**src/common/core_regs_pkg.sv**
```systemverilog
package core_regs_pkg;

   // register indices, byte address is four times the index
   localparam logic [2:0]  IDX_WINDOW   = 3'h0;
   localparam logic [2:0]  IDX_BANK     = 3'h1;
   localparam logic [2:0]  IDX_PCL      = 3'h2;
   localparam logic [2:0]  IDX_STATUS   = 3'h3;
   localparam logic [2:0]  IDX_RAMPTR   = 3'h4;
   localparam int unsigned ADDR_W       = 12;
   localparam int unsigned IDX_LSB      = 2;
   localparam int unsigned IDX_W        = 3;

   // bank select layout
   localparam logic [7:0]  BANK_WR_MASK = 8'h77;
   localparam logic [7:0]  BANK_RESET   = 8'h00;
   localparam int unsigned SBS_LSB      = 4;
   localparam int unsigned GBS_LSB      = 0;
   localparam int unsigned SEL_W        = 3;

   // ram pointer, low bits address the window
   localparam logic [7:0]  RAMPTR_RESET = 8'h00;
   localparam int unsigned IND_W        = 6;

   // status bit positions and values after reset
   localparam int unsigned ST_INT       = 5;
   localparam int unsigned ST_T         = 4;
   localparam int unsigned ST_P         = 3;
   localparam int unsigned ST_Z         = 2;
   localparam int unsigned ST_DC        = 1;
   localparam int unsigned ST_C         = 0;
   localparam logic        INT_RESET    = 1'h0;
   localparam logic        T_RESET      = 1'h1;
   localparam logic        P_RESET      = 1'h1;
   localparam logic        FLAG_RESET   = 1'h0;

   // program counter and return stack
   localparam int unsigned PC_W         = 12;
   localparam int unsigned PAGE_W       = 10;
   localparam int unsigned PCL_W        = 8;
   localparam logic [11:0] PC_RESET     = 12'h000;
   localparam int unsigned STACK_DEPTH  = 8;
   localparam int unsigned SP_W         = 3;
   localparam logic [2:0]  SP_RESET     = 3'h0;
   typedef logic [SP_W-1:0] sp_t;

   // operations issued by the decoder
   typedef enum logic [4:0] {
      OP_NOP, OP_PAGE_BRANCH, OP_PAGE_CALL, OP_LONG_BRANCH,
      OP_LONG_SUBROUTINE, OP_RETURN, OP_RETURN_LITERAL, OP_IRQ_RETURN,
      OP_IRQ_ENTRY, OP_ADD_PC, OP_WRITE_PC, OP_IRQ_MASK, OP_IRQ_UNMASK,
      OP_HALT, OP_WATCHDOG_KICK, OP_TABLE_FETCH, OP_ADD, OP_SUB,
      OP_LOGIC, OP_RLC, OP_RRC
   } op_t;

   // instruction cycle phases
   typedef enum logic [3:0] {
      PH_LEAD   = 4'b0001,
      PH_TRAIL  = 4'b0010,
      PH_XLEAD  = 4'b0100,
      PH_XTRAIL = 4'b1000
   } phase_t;

   typedef struct packed {
      op_t         op;
      logic [11:0] target;
      logic [7:0]  a;
      logic [7:0]  b;
   } cmd_t;

endpackage

```
**src/core/core_bank_pc_status_regs.sv**
```systemverilog
`timescale 1ns/1ps
`default_nettype none
// Overview of operation
// - window holds nothing, reaches pointed location
// - window address is low six pointer bits
// - bank select bits 7 and 3 read zero
// - bits 6..4 pick special register bank
// - bits 2..0 pick general register bank
// - twelve bit counter and stack entries
// - return stack eight entries deep
// - reset clears the program counter
// - page branch replaces low ten bits
// - page call loads ten bits, pushes next
// - long branch loads all twelve bits
// - long call loads twelve bits, pushes next
// - returns load counter from top, pop
// - add to counter is relative, carries up
// - move to counter replaces low eight bits
// - other counter writes keep bits 8 and 9
// - two clocks per cycle, some take two
// - status bits 7 and 6 read zero
// - interrupt enable cleared and set by ops
// - time-out set by halt, kick, power-up
// - power-down set by kick, cleared by halt
// - zero flag follows add, subtract, logic result
// - carry on add, no borrow on subtract
// - carry links ends of rotated byte
module core_bank_pc_status_regs (
   // clock and reset
   input  wire logic                 clock,
   input  wire logic                 resetn,
   // apb slave
   input  wire logic                 psel,
   input  wire logic                 penable,
   input  wire logic                 pwrite,
   input  wire logic [11:0]          paddr,
   input  wire logic [31:0]          pwdata,
   output logic      [31:0]          prdata,
   output logic                      pready,
   output logic                      pslverr,
   // decoder commands
   input  wire logic                 cmd_valid,
   input  wire core_regs_pkg::cmd_t  cmd,
   output logic                      cmd_ready,
   // watchdog
   input  wire logic                 wdt_timeout,
   // window onto data memory
   output logic      [5:0]           indirect_pointer,
   output logic                      ind_write,
   output logic      [7:0]           ind_wdata,
   input  wire logic [7:0]           ind_rdata,
   // core state
   output logic      [11:0]          program_counter,
   output logic      [2:0]           special_bank_sel,
   output logic      [2:0]           general_bank_sel,
   output logic      [7:0]           alu_result,
   output logic                      irq_enable,
   output logic                      time_out,
   output logic                      power_down,
   output logic                      zero,
   output logic                      half_carry,
   output logic                      carry
);

   logic [2:0]                 idx;
   logic                       mapped;
   logic                       apb_wr;
   logic                       take;
   logic                       is_push;
   logic                       is_pop;
   logic                       is_long;
   logic                       long_q;
   core_regs_pkg::phase_t      phase;
   core_regs_pkg::phase_t      next_phase;
   logic [11:0]                pc_seq;
   logic [11:0]                push_val;
   logic [11:0]                stack_top;
   logic [11:0]                stack [core_regs_pkg::STACK_DEPTH];
   core_regs_pkg::sp_t         sp;
   core_regs_pkg::sp_t         sp_top;
   logic [7:0]                 bank_select;
   logic [7:0]                 ram_pointer_reg;
   logic [8:0]                 sum9;
   logic [4:0]                 half5;
   logic [8:0]                 diff9;
   logic [4:0]                 hdiff5;
   logic [7:0]                 next_res;
   logic                       next_z;
   logic                       next_dc;
   logic                       next_c;

   // bus decode, zero wait states
   assign idx = paddr[core_regs_pkg::IDX_LSB +: core_regs_pkg::IDX_W];
   assign mapped = (paddr[core_regs_pkg::ADDR_W-1:5] == '0)
                && (paddr[1:0] == 2'h0)
                && (idx <= core_regs_pkg::IDX_RAMPTR);
   assign apb_wr = psel && penable && pwrite && mapped;
   assign pready = 1'b1;

   // read data captured in the setup cycle so prdata is a flop
   always_ff @(posedge clock or negedge resetn) begin
      if (!resetn) begin
         prdata  <= 32'h0000_0000;
         pslverr <= 1'b0;
      end else if (psel && !penable) begin
         pslverr <= !mapped;
         case (idx)
            core_regs_pkg::IDX_WINDOW: prdata <= {24'h00_0000, ind_rdata};
            core_regs_pkg::IDX_BANK:   prdata <= {24'h00_0000, bank_select};
            core_regs_pkg::IDX_PCL:
               prdata <= {24'h00_0000, program_counter[7:0]};
            core_regs_pkg::IDX_STATUS:
               prdata <= {24'h00_0000, 2'h0, irq_enable, time_out,
                          power_down, zero, half_carry, carry};
            core_regs_pkg::IDX_RAMPTR:
               prdata <= {24'h00_0000, ram_pointer_reg};
            default:   prdata <= 32'h0000_0000;
         endcase
      end
   end

   // window writes go out to data memory, nothing stored here
   always_ff @(posedge clock or negedge resetn) begin
      if (!resetn) begin
         ind_write <= 1'b0;
         ind_wdata <= 8'h00;
      end else begin
         ind_write <= apb_wr && (idx == core_regs_pkg::IDX_WINDOW);
         ind_wdata <= pwdata[7:0];
      end
   end

   assign indirect_pointer = ram_pointer_reg[core_regs_pkg::IND_W-1:0];

   // pointer register
   always_ff @(posedge clock or negedge resetn) begin
      if (!resetn)
         ram_pointer_reg <= core_regs_pkg::RAMPTR_RESET;
      else if (apb_wr && (idx == core_regs_pkg::IDX_RAMPTR))
         ram_pointer_reg <= pwdata[7:0];
   end

   // bank select, unused bits never store a one
   always_ff @(posedge clock or negedge resetn) begin
      if (!resetn)
         bank_select <= core_regs_pkg::BANK_RESET;
      else if (apb_wr && (idx == core_regs_pkg::IDX_BANK))
         bank_select <= pwdata[7:0] & core_regs_pkg::BANK_WR_MASK;
   end

   assign special_bank_sel =
      bank_select[core_regs_pkg::SBS_LSB +: core_regs_pkg::SEL_W];
   assign general_bank_sel =
      bank_select[core_regs_pkg::GBS_LSB +: core_regs_pkg::SEL_W];

   // command decode
   assign cmd_ready = (phase == core_regs_pkg::PH_LEAD);
   assign take = cmd_valid && cmd_ready;
   assign pc_seq = program_counter + 12'h001;
   assign sp_top = sp - 3'h1;
   assign stack_top = stack[sp_top];

   always_comb begin
      is_push = 1'b0;
      is_pop = 1'b0;
      is_long = 1'b1;
      case (cmd.op)
         core_regs_pkg::OP_PAGE_CALL,
         core_regs_pkg::OP_LONG_SUBROUTINE,
         core_regs_pkg::OP_IRQ_ENTRY:      is_push = 1'b1;
         core_regs_pkg::OP_RETURN,
         core_regs_pkg::OP_RETURN_LITERAL,
         core_regs_pkg::OP_IRQ_RETURN:     is_pop = 1'b1;
         core_regs_pkg::OP_PAGE_BRANCH,
         core_regs_pkg::OP_LONG_BRANCH,
         core_regs_pkg::OP_ADD_PC,
         core_regs_pkg::OP_WRITE_PC,
         core_regs_pkg::OP_TABLE_FETCH:    is_long = 1'b1;
         default:                          is_long = 1'b0;
      endcase
      if (is_push || is_pop)
         is_long = 1'b1;
   end

   // interrupt entry returns to the instruction it displaced
   assign push_val = (cmd.op == core_regs_pkg::OP_IRQ_ENTRY)
                   ? program_counter : pc_seq;

   // phase machine, two clocks per instruction cycle
   always_comb begin
      next_phase = phase;
      case (phase)
         core_regs_pkg::PH_LEAD:
            if (take)
               next_phase = core_regs_pkg::PH_TRAIL;
         core_regs_pkg::PH_TRAIL:
            next_phase = long_q ? core_regs_pkg::PH_XLEAD
                                : core_regs_pkg::PH_LEAD;
         core_regs_pkg::PH_XLEAD:
            next_phase = core_regs_pkg::PH_XTRAIL;
         core_regs_pkg::PH_XTRAIL:
            next_phase = core_regs_pkg::PH_LEAD;
         default:
            next_phase = core_regs_pkg::PH_LEAD;
      endcase
   end

   always_ff @(posedge clock or negedge resetn) begin
      if (!resetn) begin
         phase  <= core_regs_pkg::PH_LEAD;
         long_q <= 1'b0;
      end else begin
         phase <= next_phase;
         if (take)
            long_q <= is_long;
      end
   end

   // program counter; a bus write in the same edge as a command is lost
   always_ff @(posedge clock or negedge resetn) begin
      if (!resetn) begin
         program_counter <= core_regs_pkg::PC_RESET;
      end else if (take) begin
         case (cmd.op)
            core_regs_pkg::OP_PAGE_BRANCH,
            core_regs_pkg::OP_PAGE_CALL:
               program_counter <= {program_counter[11:10],
                                   cmd.target[core_regs_pkg::PAGE_W-1:0]};
            core_regs_pkg::OP_LONG_BRANCH,
            core_regs_pkg::OP_LONG_SUBROUTINE,
            core_regs_pkg::OP_IRQ_ENTRY:
               program_counter <= cmd.target;
            core_regs_pkg::OP_RETURN,
            core_regs_pkg::OP_RETURN_LITERAL,
            core_regs_pkg::OP_IRQ_RETURN:
               program_counter <= stack_top;
            core_regs_pkg::OP_ADD_PC:
               program_counter <= pc_seq + {4'h0, cmd.a};
            core_regs_pkg::OP_WRITE_PC:
               program_counter <= {program_counter[11:8], cmd.a};
            default:
               program_counter <= pc_seq;
         endcase
      end else if (apb_wr && (idx == core_regs_pkg::IDX_PCL)) begin
         program_counter <= {program_counter[11:8], pwdata[7:0]};
      end
   end

   // return stack, one flop group per entry; overflow wraps silently
   for (genvar i = 0; i < core_regs_pkg::STACK_DEPTH; i++) begin : g_stack
      always_ff @(posedge clock or negedge resetn) begin
         if (!resetn)
            stack[i] <= core_regs_pkg::PC_RESET;
         else if (take && is_push && (sp == core_regs_pkg::sp_t'(i)))
            stack[i] <= push_val;
      end
   end

   always_ff @(posedge clock or negedge resetn) begin
      if (!resetn)
         sp <= core_regs_pkg::SP_RESET;
      else if (take && is_push)
         sp <= sp + 3'h1;
      else if (take && is_pop)
         sp <= sp - 3'h1;
   end

   // alu flag sources
   assign sum9   = {1'b0, cmd.a} + {1'b0, cmd.b};
   assign half5  = {1'b0, cmd.a[3:0]} + {1'b0, cmd.b[3:0]};
   assign diff9  = {1'b0, cmd.b} - {1'b0, cmd.a};
   assign hdiff5 = {1'b0, cmd.b[3:0]} - {1'b0, cmd.a[3:0]};

   // subtract is b minus a; a set carry means no borrow
   always_comb begin
      next_res = cmd.a;
      next_z   = zero;
      next_dc  = half_carry;
      next_c   = carry;
      case (cmd.op)
         core_regs_pkg::OP_ADD: begin
            next_res = sum9[7:0];
            next_c   = sum9[8];
            next_dc  = half5[4];
         end
         core_regs_pkg::OP_SUB: begin
            next_res = diff9[7:0];
            next_c   = !diff9[8];
            next_dc  = !hdiff5[4];
         end
         core_regs_pkg::OP_RLC: begin
            next_res = {cmd.a[6:0], carry};
            next_c   = cmd.a[7];
         end
         core_regs_pkg::OP_RRC: begin
            next_res = {carry, cmd.a[7:1]};
            next_c   = cmd.a[0];
         end
         default: next_res = cmd.a;
      endcase
      if ((cmd.op == core_regs_pkg::OP_ADD)
          || (cmd.op == core_regs_pkg::OP_SUB)
          || (cmd.op == core_regs_pkg::OP_LOGIC))
         next_z = (next_res == 8'h00);
   end

   // arithmetic flags; an alu op in the same edge beats a bus write
   always_ff @(posedge clock or negedge resetn) begin
      if (!resetn) begin
         zero       <= core_regs_pkg::FLAG_RESET;
         half_carry <= core_regs_pkg::FLAG_RESET;
         carry      <= core_regs_pkg::FLAG_RESET;
         alu_result <= 8'h00;
      end else begin
         if (apb_wr && (idx == core_regs_pkg::IDX_STATUS)) begin
            zero       <= pwdata[core_regs_pkg::ST_Z];
            half_carry <= pwdata[core_regs_pkg::ST_DC];
            carry      <= pwdata[core_regs_pkg::ST_C];
         end
         if (take && (cmd.op >= core_regs_pkg::OP_ADD)) begin
            zero       <= next_z;
            half_carry <= next_dc;
            carry      <= next_c;
            alu_result <= next_res;
         end
      end
   end

   // interrupt enable; the command wins over a bus write
   always_ff @(posedge clock or negedge resetn) begin
      if (!resetn) begin
         irq_enable <= core_regs_pkg::INT_RESET;
      end else begin
         if (apb_wr && (idx == core_regs_pkg::IDX_STATUS))
            irq_enable <= pwdata[core_regs_pkg::ST_INT];
         if (take && ((cmd.op == core_regs_pkg::OP_IRQ_MASK)
                      || (cmd.op == core_regs_pkg::OP_IRQ_ENTRY)))
            irq_enable <= 1'b0;
         if (take && ((cmd.op == core_regs_pkg::OP_IRQ_UNMASK)
                      || (cmd.op == core_regs_pkg::OP_IRQ_RETURN)))
            irq_enable <= 1'b1;
      end
   end

   // time-out and power-down; reset stands for power-up, set beats clear
   always_ff @(posedge clock or negedge resetn) begin
      if (!resetn) begin
         time_out   <= core_regs_pkg::T_RESET;
         power_down <= core_regs_pkg::P_RESET;
      end else begin
         if (wdt_timeout)
            time_out <= 1'b0;
         if (take && ((cmd.op == core_regs_pkg::OP_HALT)
                      || (cmd.op == core_regs_pkg::OP_WATCHDOG_KICK)))
            time_out <= 1'b1;
         if (take && (cmd.op == core_regs_pkg::OP_HALT))
            power_down <= 1'b0;
         if (take && (cmd.op == core_regs_pkg::OP_WATCHDOG_KICK))
            power_down <= 1'b1;
      end
   end
endmodule // core_bank_pc_status_regs
`default_nettype wire

```
**config.mk**
```make
export PLATFORM = sky130hd
export DESIGN_NAME = core_bank_pc_status_regs
export DESIGN_NICKNAME = d
export VERILOG_FILES = /design/src/common/core_regs_pkg.sv /design/src/core/core_bank_pc_status_regs.sv
export SDC_FILE = /design/constraint.sdc
export NUM_CORES = 1
export LEC_CHECK = 0
export ABC_AREA = 1
export BUFFER_PORTS_ARGS = -buffer_cell sky130_fd_sc_hd__buf_2
export CAP_MARGIN = 20
export CORE_MARGIN = 4
export CORE_UTILIZATION = 57
export DETAILED_ROUTE_END_ITERATION = 10
export GPL_ROUTABILITY_DRIVEN = 0
export HOLD_SLACK_MARGIN = 0.12
export MAX_ROUTING_LAYER = met4
export PLACE_DENSITY = 0.88
export SYNTH_ARGS = -nofsm -noshare
export SYNTH_HDL_FRONTEND = slang
export SYNTH_SLANG_ARGS = --single-unit
```
**constraint.sdc**
```tcl
create_clock -name clock -period 3.2 [get_ports clock]
set_input_delay 0.16 -clock clock [delete_from_list [all_inputs] [get_ports clock]]
set_output_delay 0.16 -clock clock [all_outputs]
set_load 0.02 [all_outputs]
```
Word-level counts from Yosys, hierarchy flattened
Cells that the tools add are included.

Bits in registers: 186. Bits in latches: 0. Input port bits: 92. Output and inout port bits: 82. ROM bits: 0. RAM bits: 0. Memories: 0.

Muxes and demuxes: 34. Bitwise gates (word level): 3. Divide/modulo/power cells: 0. Order comparisons: 3. Reductions and logical operators: 59. Shifts and indexed selects: 0. $mul: 0. Equal/unequal tests: 38. $add $sub $neg: 8.

Operator list (number): $pmux W12 S5 (1); $mux W12 (4); $eq A5 B4 Y1 const B (8); $pmux W8 S5 (1); $bmux W12 S3 (1); $pmux W8 S4 (1); $logic_and A1 B1 Y1 (28); $eq A5 B5 Y1 const B (5); $eq A5 B3 Y1 const B (4); $mux W1 (18); $eq A3 B3 Y1 const B (5); $add A12 B1 Y12 const B (1); $add A12 B8 Y12 (1); $eq A3 B2 Y1 const B (4); $pmux W4 S3 (1); $reduce_or A11 Y1 (1); $eq A5 B2 Y1 const B (2); $reduce_bool A2 Y1 (5); $add A8 B8 Y9 (1); $mux W3 (3); $reduce_or A3 Y1 (3); $sub A8 B8 Y9 (1); $logic_not A8 Y1 (1); $mux W8 (1); 30 further kinds (44).

Depth between registers and ports, before layout
Gate-level depths: netlist of the first run.

Word-level depth: 8. Mapped depth: 21. Mapped depth without buffers: 21.

Worst setup path before layout of the first run
Ideal clock, no wire load.

Path kind: register to register. Start: register sp[0]. End: register program_counter[9]. Library setup time: 0.128 ns. Slack: 0.587 ns. Buffers on the path: 4. Arrival: 2.485 ns. Cell stages (with the launch flop): 15. Path through: dfrtp_1 -> inv_1 -> buf_2 -> buf_1 -> ha_1 -> buf_2 -> inv_1 -> clkbuf_1 -> o21ai_0 -> a21oi_1 -> nor3_1 -> a211oi_1 -> nand2_1 -> nand2_1 -> o21ai_0.

Word-level cells in the longest chain between the ends: 7.

RTL lines: from (decl) (RTL line core_bank_pc_status_regs.sv:79) `core_regs_pkg::sp_t sp;`; from (signal assigned) (RTL line core_bank_pc_status_regs.sv:261) `sp <= core_regs_pkg::SP_RESET;`; from (signal assigned) (RTL line core_bank_pc_status_regs.sv:263) `sp <= sp + 3'h1;`; from (signal assigned) (RTL line core_bank_pc_status_regs.sv:265) `sp <= sp - 3'h1;`; $sub A3 B1 Y3 (RTL line core_bank_pc_status_regs.sv:160) `assign sp_top = sp - 3'h1;`; $not A3 Y4 (implied by the code) (RTL line core_bank_pc_status_regs.sv:161) `assign stack_top = stack[sp_top];`; $bmux W12 S3 (RTL line core_bank_pc_status_regs.sv:161); $mux W12 (implied by the code) (2 in series) (RTL line core_bank_pc_status_regs.sv:161); $pmux W12 S5 (RTL line core_bank_pc_status_regs.sv:224) `case (cmd.op)`; $mux W12 (RTL line core_bank_pc_status_regs.sv:223) `end else if (take) begin`; to (signal assigned) (RTL line core_bank_pc_status_regs.sv:222) `program_counter <= core_regs_pkg::PC_RESET;`; to (signal assigned) (RTL line core_bank_pc_status_regs.sv:227) `program_counter <= {program_counter[11:10],`; to (signal assigned) (RTL line core_bank_pc_status_regs.sv:232) `program_counter <= cmd.target;`; to (decl) (RTL line core_bank_pc_status_regs.sv:53) `output logic [11:0] program_counter,`.

No other way between the ends. The select of a mux whose other input is x is not followed. A chain may end at the register's enable or synchronous reset.

Worst setup path after layout of the first run
Start: register program_counter[0]. End: register program_counter[11].

Word-level cells in the longest chain between the ends: 4.

RTL lines: $add A12 B1 Y12 (*) (RTL line core_bank_pc_status_regs.sv:159) `assign pc_seq = program_counter + 12'h001;`; $add A12 B8 Y12 (RTL line core_bank_pc_status_regs.sv:238) `program_counter <= pc_seq + {4'h0, cmd.a};`; $pmux W12 S5 (*) (RTL line core_bank_pc_status_regs.sv:224); $mux W12 (*) (RTL line core_bank_pc_status_regs.sv:223).

Mark *: on every way between the ends. The rest lies on a longest branch, timed or not. The select of a mux whose other input is x is not followed.

==> impl_metrics.tcl, run 1 <==
set metrics [dict create \
    rsz0062_at_grt "no" \
    finalSetupViolCount 0 \
    syn_inst 1299 \
    setup_ws_ps 393 \
    postLayoutCoreUtil_pct 67.1 \
    antenna_found_initial 0 \
    timing.rr.start "program_counter[0]$_DFFE_PN0P_" \
    yosysSeqAreaShare_pct 41.7 \
    cts_resized 0 \
    largest_reg_flops 96 \
    cts_max_path_buffers 2 \
    cts.sinks 162 \
    finClkSkew_ps 14.8 \
    grt_pass1_wl_mm 47.1 \
    cts.clk_slew.worst_paths_ps 60 \
    drtPass1Iterations 6 \
    die_h_um 139 \
    r2r-end "program_counter[11]$_DFFE_PN0P_" \
    crit_path_end_kind "flip-flop" \
    viasPerCell 5.88 \
    synth-main-ff-cell "dfrtp_1" \
    cts_made_buffers 17 \
    start_util_pct 58.5 \
    status "finished, final reports clean" \
    htreeDepth 4 \
    core_region_area_um2 16600 \
    worstSetupStartpointType "flip-flop" \
    cp.arrival_ps 3140 \
    required_ps 3530 \
    async_flop_share_pct 100 \
    syn_area_per_cell_um2 7.50 \
    slew_viol_final 0 \
    place_ws_ps 456 \
    num_io_pins 174 \
    period_share_pct 87.7 \
    yosys_warnings 0 \
    ant_nets 0 \
    synth_edf_count 0 \
    regMostFlops "stack" \
    power.leakage_nw 5.60 \
    reg2reg_slack_ps 390 \
    via_count 9717 \
    wl_per_cell_um 17.5 \
    dp_hpwl_mm 19.8 \
    port_buffers 124 \
    largest_registers "stack: 96 flops, program_counter: 12 flops" \
    cts-root-buf "clkbuf_16" \
    stdcell_area_um2 11200 \
    hold_violations 0 \
    wl_met3_mm 3.09 \
    crit_type "flip-flop to flip-flop" \
    max_slew_margin_pct 37.7 \
    crit_start "program_counter[0]$_DFFE_PN0P_" \
    drive_gt1_share_pct 14.0 \
    fmax_mhz 356 \
    drc_errors 0 \
    max_cap_violations 0 \
    cp-endpoint "program_counter[11]$_DFFE_PN0P_" \
    clock_latency_ps 450 \
    ys_ff_latch 162 \
    top_layer "met4" \
    path_max_fanout 5 \
    dieWidth_um 139 \
    final_nets 1549 \
    hold_path.class "input pin to flip-flop" \
    synthDistinctLibCells 53 \
    met2_wirelength_mm 13.8 \
    dieArea_um2 19200 \
    area_delta_synth_final_pct 14.7 \
    worstMarginPinSlew_ps 927 \
    n_antenna_cell 0 \
    num_rows 47 \
    grt-ovfl-total 0 \
    tns_ps 0 \
    wirelength_mm 29.0 \
    fill_cells 1303 \
    fin_hold_ws_ps 125 \
    period_needed_ps 2810 \
    cts_tree "built" \
    grt_pass1_vias 9180 \
    grt_start_max_net_pins 89 \
    wl_met1_mm 10.8 \
    ir_worst_vdd_uv 515 \
    worstHoldStart "paddr[0]" \
    grtUsageTotal_pct 30.9 \
    drt_iter0_drc 1149 \
    cellPowerDensity_nw_per_um2 821 \
    netlist_area_um2 9740 \
    r2r.worst_path.cells 19 \
    place_area_um2 10400 \
]
## layout make-up
type	instances	area, um2	area share, %
Clock inverter	11	128	1.14
Inverter	120	453	4.05
Sequential cell	162	4060	36.3
Clock buffer	20	457	4.09
Tap cell	220	275	2.46
Multi-Input combinational cell	961	4850	43.4
Timing Repair Buffer	159	950	8.50
## routing by layer
metal,up-vias,global-route usage (%)
met5,-,-
met2,587,49.4
met4,0,13.2
met3,114,6.66
met1,4522,38.4
li1,4494,-
## placed cells by master, fill, tap and decap left out, types with 9 or more instances in the layout
master | netlist | routed
buf_4 | 33 | 15
dfrtp_1 | 159 | 159
nor2_1 | 106 | 106
a21oi_1 | 49 | 49
nand4_1 | 16 | 16
nand2_1 | 356 | 356
nor3_1 | 12 | 12
buf_2 | 28 | 123
clkbuf_16 | 0 | 17
ha_1 | 33 | 33
inv_1 | 115 | 115
o21ai_0 | 171 | 171
conb_1 | 2 | 25
xor2_1 | 13 | 13
nand3_1 | 75 | 75
o211ai_1 | 11 | 11
dlygate4sd3_1 | 0 | 19
o21ai_1 | 16 | 16
o221ai_1 | 9 | 9
nand3_2 | 9 | 9
## timing repair
action,4_1_cts,5_1_grt
endpoints found under the hold margin,117,0
buffers inserted,0,0
hold buffers,19,0
## kinds of logic after synthesis
logic type,Yosys count,synth area share (%)
adders and majority gates,36,4.85
other,2,0.0771
and+or+nand+nor,588,25.5
DFF,162,41.7
AOI/OAI and AO/OA,294,16.9
xor gates and xnor gates,16,1.44
muxes,2,0.218
buffers and inverters,199,9.40
## through the flow
stage	instances	total power [mW]
2_1_floorplan	1322	5.68
3_3_place_gp	1603	6.82
3_5_place_dp	1603	6.97
4_1_cts	1653	9.07
5_1_grt	1653	9.77
6_report	1653	9.17
## worst max-delay path: stages, from the launching register on
cell,delay [ps]
dfrtp_1,420
inv_1,150
nor3_4,300
nand3_1,140
xor2_1,250
inv_1,80
ha_1,360
nand2_1,70
inv_1,70
nand4_1,90
nand2_1,100
nand2_1,50
nand2_1,60
nand2_1,90
nor2_1,170
nand2_1,60
nand2_1,60
o21ai_1,50
nand2_1,70
nand2_1,40
## cells in the mapped netlist, types with 3 or more instances
master / number / area [um2]
nor3_1: 12 / 60.1
o2111ai_1: 4 / 35.0
buf_4: 33 / 248
a22oi_1: 6 / 45.0
o311ai_0: 3 / 26.3
a211oi_1: 3 / 22.5
o221ai_1: 9 / 78.8
o22ai_1: 6 / 37.5
xnor2_1: 3 / 26.3
a31oi_1: 3 / 18.8
nand4_1: 16 / 100
nand3_2: 9 / 90.1
o21ai_1: 16 / 80.1
dfstp_2: 3 / 78.8
dfrtp_1: 159 / 3980
clkbuf_1: 15 / 56.3
nor2_1: 106 / 398
nand2_1: 356 / 1340
buf_2: 28 / 140
xor2_1: 13 / 114
nand3_1: 75 / 375
ha_1: 33 / 413
o211ai_1: 11 / 82.6
inv_1: 115 / 432
inv_2: 4 / 15.0
a21oi_1: 49 / 245
o21ai_0: 171 / 856
fa_1: 3 / 60.1
nor2_2: 6 / 37.5
## where the power goes
part / internal, mW / total [mW] / switching (mW)
combinational: 1.36 / 4.20 / 2.84
sequential: 2.55 / 2.92 / 0.371
clock: 1.19 / 2.05 / 0.860
total: 5.10 / 9.17 / 4.07
## how the worst min path moves through the flow
| stage | to | cells after the start |
|---|---|---|
| 2_1_floorplan | alu_result[0]$_DFFE_PN0P_ | 0 |
| 3_3_place_gp | alu_result[6]$_DFFE_PN0P_ | 1 |
| 3_5_place_dp | alu_result[6]$_DFFE_PN0P_ | 1 |
| 4_1_cts | pslverr$_DFFE_PN0P_ | 5 |
| 5_1_grt | prdata[1]$_DFFE_PN0P_ | 5 |
| 6_report | pslverr$_DFFE_PN0P_ | 5 |
Power figures use the tool's default switching activity.
==> run 2, diff against run 1 <==
MAX_ROUTING_LAYER = default   (was met4)
==> run 2 against run 1 <==
Design area did not move. Cell count is the same. Sequential power about the same. Worst hold slack better by 0.54 ps. Worst setup slack better by 0.72 ps. Core utilization did not move.
==> impl_metrics.tcl, run 2 (synthesized netlist as in run 1, its figures left out) <==
set metrics [dict create \
    cts.clk_slew.worst_paths_ps 60 \
    worstMarginPinSlew_ps 925 \
    wirelength_mm 29.1 \
    hold_path.class "input pin to flip-flop" \
    port_buffers 124 \
    fmax_mhz 356 \
    worstSetupStartpointType "flip-flop" \
    ir_worst_vdd_uv 517 \
    cts_made_buffers 17 \
    final_nets 1549 \
    die_h_um 139 \
    antenna_found_initial 0 \
    htreeDepth 4 \
    place_ws_ps 456 \
    dieWidth_um 139 \
    start_util_pct 58.5 \
    wl_per_cell_um 17.6 \
    num_io_pins 174 \
    grtUsageTotal_pct 30.1 \
    grt_pass1_vias 9155 \
    crit_type "flip-flop to flip-flop" \
    finalPower_mw 9.18 \
    grt_start_max_net_pins 89 \
    rsz0062_at_grt "no" \
    finClkSkew_ps 9.80 \
    area_delta_synth_final_pct 14.7 \
    max_cap_violations 0 \
    drc_errors 0 \
    n_antenna_cell 0 \
    tns_ps 0 \
    cts_resized 0 \
    largest_registers "stack: 96 flops, program_counter: 12 flops" \
    cts_max_path_buffers 2 \
    period_share_pct 87.7 \
    num_rows 47 \
    cellPowerDensity_nw_per_um2 821 \
    final_common_cell "nand2_1" \
    hold_violations 0 \
    dp_hpwl_mm 19.8 \
    place_area_um2 10400 \
    cts-root-buf "clkbuf_16" \
    power.leakage_nw 5.60 \
    regMostFlops "stack" \
    cp.arrival_ps 3140 \
    grt_pass1_wl_mm 47.2 \
    path_max_fanout 5 \
    largest_reg_flops 96 \
    ant_nets 0 \
    fin_hold_ws_ps 126 \
    dp_cells 1603 \
    slew_viol_final 0 \
    drt_iter0_drc 1166 \
    stdcell_area_um2 11200 \
    cts_tree "built" \
    setup_ws_ps 393 \
    period_needed_ps 2810 \
    drive_gt1_share_pct 14.0 \
    max_slew_margin_pct 37.9 \
    clock_latency_ps 440 \
    drtPass1Iterations 6 \
    grt-ovfl-total 0 \
    fill_cells 1303 \
    stdcell_count 1653 \
    required_ps 3530 \
    multi_input_area_um2 4850 \
    seq_area_um2 4060 \
    status "finished, final reports clean" \
    core_region_area_um2 16600 \
    mostFrequentLayoutCells "nand2_1 (356), o21ai_0 (171), dfrtp_1 (159), buf_2 (123), inv_1 (115)" \
    crit_path_end_kind "flip-flop" \
    finalSetupViolCount 0 \
    dieArea_um2 19200 \
    cts.sinks 162 \
    viasPerCell 5.88 \
    postLayoutCoreUtil_pct 67.1 \
    via_count 9713 \
]
==> run 2: cell counts in the layout (fill, tap and decap cells not counted) <==
Identical to the previous run, type by type.
==> run 2: layout make-up <==
cell class              count  share of cell area (%)
clock inverters            11                    1.14
repair buffers            159                    8.50
multi-input cells         961                    43.4
flip-flops and latches    162                    36.3
well taps                 220                    2.46
inverters                 120                    4.05
clock buffers              20                    4.09
==> run 2: power breakdown <==
group          leakage (nW)  switching, mW  internal, mW
Clock                 0.279          0.870          1.19
Combinational          3.17           2.84          1.36
Sequential             2.15          0.371          2.55
Total                  5.60           4.08          5.10
==> run 2: per-layer routing <==
layer	global-route usage, %	vias up	part of all wire (%)
li1	-	4491	-
met1	38.9	4518	38
met2	49.3	607	48
met3	6.76	97	10
met4	12.7	0	4.1
met5	0	-	0
==> run 2: worst paths after layout <==
check | from | end | slack, ps | depth (start not counted)
max in group asynchronous | resetn | sp[0]$_DFFE_PN0P_ | 1840 | 3
min in group asynchronous | resetn | alu_result[7]$_DFFE_PN0P_ | 330 | 2
worst min register to register | phase[3]$_DFFE_PN0P_ | phase[3]$_DFFE_PN0P_ | 460 | 1
worst min-delay path | paddr[0] | pslverr$_DFFE_PN0P_ | 130 | 5
worst max-delay path | program_counter[0]$_DFFE_PN0P_ | program_counter[11]$_DFFE_PN0P_ | 390 | 19
worst max register to register | program_counter[0]$_DFFE_PN0P_ | program_counter[11]$_DFFE_PN0P_ | 390 | 19
==> run 2: repair_timing <==
item | 4_1_cts | 5_1_grt
endpoints found under the hold margin | 117 | 0
buffers inserted | 0 | 0
hold buffers | 19 | 0
==> run 2: critical path, cell delays in order (launching register included) <==
cell and delay [ps]:
dfrtp_1 410, inv_1 150, nor3_4 300, nand3_1 140, xor2_1 260, inv_1 80, ha_1 360, nand2_1 70
inv_1 70, nand4_1 90, nand2_1 110, nand2_1 60, nand2_1 60, nand2_1 90, nor2_1 170, nand2_1 70
nand2_1 60, o21ai_1 50, nand2_1 70, nand2_1 40
==> run 3, diff against run 2 <==
CAP_MARGIN = 10   (was 20)
CORE_UTILIZATION = 61   (was 57)
PLACE_DENSITY = 0.93   (was 0.88)
clock period = 3.6 ns   (was 3.2 ns; I/O delays follow)
==> run 3 against run 2 <==
Via count rose by 2.6%. Die area decreased by 6.2%. Critical endpoint is now zero$_DFFE_PN0P_. Non-clock buffer count decreased by 13. Sequential share of layout area rose by 0.39 points. Cell count shrank 1.3%. First-iteration DRC count rose by 32%. Worst setup slack gained 380 ps. Combinational power fell by 13%. Highest routed layer is now met5. Power down 12%.
==> impl_metrics.tcl, run 3 (synthesized netlist as in run 1, its figures left out) <==
set metrics [dict create \
    num_io_pins 174 \
    finalSetupViolCount 0 \
    start_util_pct 63.1 \
    num_rows 45 \
    required_ps 3900 \
    cts_max_path_buffers 2 \
    viasPerCell 6.11 \
    cts_tree "built" \
    rsz0062_at_grt "no" \
    crit_path_end_kind "flip-flop" \
    slowest_delay_ps 540 \
    power.leakage_nw 5.55 \
    status "finished, final reports clean" \
    crit_slowest_cell "o311ai_0" \
    ant_nets 0 \
    worst-path-buf-inv 2 \
    period_needed_ps 2830 \
    final_common_cell "nand2_1" \
    core_region_area_um2 15400 \
    grt-ovfl-total 0 \
    path_max_fanout 19 \
    ir_worst_vdd_uv 521 \
    dieArea_um2 18100 \
    worstSetupStartpointType "flip-flop" \
    wl_per_cell_um 18.5 \
    max_slew_margin_pct 30.6 \
    drt_iter0_drc 1535 \
    cts.sinks 162 \
    multi_input_area_um2 4850 \
    largest_registers "stack: 96 flops, program_counter: 12 flops" \
    area_delta_synth_final_pct 13.5 \
    cp.arrival_ps 3130 \
    grtUsageTotal_pct 33.0 \
    place_area_um2 10300 \
    postLayoutCoreUtil_pct 71.7 \
    crit_type "flip-flop to flip-flop" \
    wirelength_mm 30.2 \
    htreeDepth 4 \
    grt_pass1_wl_mm 47.3 \
    cts_resized 0 \
    max_cap_violations 0 \
    dp_hpwl_mm 19.7 \
    final_nets 1536 \
    cts-root-buf "clkbuf_16" \
    cts.clk_slew.worst_paths_ps 70 \
    fill_cells 1097 \
    port_buffers 124 \
    tns_ps 0 \
    grt_start_max_net_pins 109 \
    hold_path.class "input pin to flip-flop" \
    via_count 9970 \
    drc_errors 0 \
    grt_pass1_vias 9355 \
    fmax_mhz 353 \
    regMostFlops "stack" \
    worstMarginPinSlew_ps 1030 \
    n_antenna_cell 0 \
    crit_chain "nor2_1, nand3_1, nor2_4, inv_2, nor2_2, inv_2, o311ai_0, nand2_1" \
    stdcell_count 1632 \
    dieWidth_um 134 \
    drtPass1Iterations 9 \
    finClkSkew_ps 12.2 \
    clock_latency_ps 440 \
    cellPowerDensity_nw_per_um2 732 \
    mostFrequentLayoutCells "nand2_1 (356), o21ai_0 (171), dfrtp_1 (159), buf_2 (123), inv_1 (115)" \
    crit_top_cell "inv_2" \
    drive_gt1_share_pct 13.5 \
    period_share_pct 78.6 \
    seq_area_um2 4060 \
    hold_violations 0 \
    path_delay_family "simple AND/OR/NAND/NOR gates" \
    slew_viol_final 0 \
    dp_cells 1584 \
    antenna_found_initial 1 \
    cts_made_buffers 17 \
    die_h_um 134 \
    stdcell_area_um2 11100 \
    largest_reg_flops 96 \
]
run 3: cell types whose count changed in the layout (fill, tap and decap cells not counted), sizes merged:
cell         before  now
buf             140  130
inv             122  128
clkinvlp          3    0
dlygate4sd3      19   16
bufinv            2    1
clkbuf           20   19
run 3: per-layer routing:
| layer | global-route usage, % | vias to the layer above | wire (um) |
|---|---|---|---|
| met5 | 0 | - | 13 |
| met4 | 20.0 | 2 | 1860 |
| met3 | 8.36 | 161 | 3510 |
| met2 | 53.6 | 701 | 14100 |
| met1 | 39.6 | 4633 | 10700 |
| li1 | - | 4473 | - |
run 3: worst paths after layout:
path                                 startpoint                             end  slack, ps  depth (start not counted)
max                        phase[3]$_DFFE_PN0P_                zero$_DFFE_PN0P_        770                          8
max in group asynchronous                resetn            time_out$_DFFE_PN1P_       2320                          3
min reg2reg                phase[3]$_DFFE_PN0P_            phase[3]$_DFFE_PN0P_        480                          1
max reg2reg                phase[3]$_DFFE_PN0P_                zero$_DFFE_PN0P_        770                          8
min in group asynchronous                resetn       alu_result[4]$_DFFE_PN0P_        410                          2
min                                     cmd[24]  program_counter[8]$_DFFE_PN0P_        150                          5
run 3: stage by stage:
stage | worst slack [ps] | hold WS (ps) | power (mW)
global placement | 919 | 303 | 5.94
CTS | 826 | 137 | 7.94
floorplan | 987 | -116 | 5.05
finish | 771 | 148 | 8.09
global route | 408 | 172 | 8.55
detailed placement | 860 | 305 | 6.08
run 3: timing repair:
action / 4_1_cts / 5_1_grt
endpoints found under the hold margin: 136 / 0
endpoints found under the setup margin: 0 / 0
hold buffers: 16 / 0
buffers inserted: 0 / 0
run 3: power by group:
part	leakage (nW)	total, mW	switching (mW)	internal [mW]
logic	3.11	3.67	2.55	1.12
clock network	0.292	1.82	0.818	1.00
registers	2.15	2.60	0.336	2.27
total	5.55	8.09	3.70	4.39
run 3: final cells by class:
type,instances,share of cell area (%)
flip-flops and latches,162,36.7
clock inverters,13,1.27
well taps,211,2.39
repair buffers,146,7.64
clock buffers,19,4.01
multi-input cells,961,43.9
inverters,120,4.10
run 3: worst min-delay path, cell delays in order:
cell and delay (ps):
buf_2 80, a211oi_1 70, nand2_1 70, nand2_1 40
o21ai_1 110
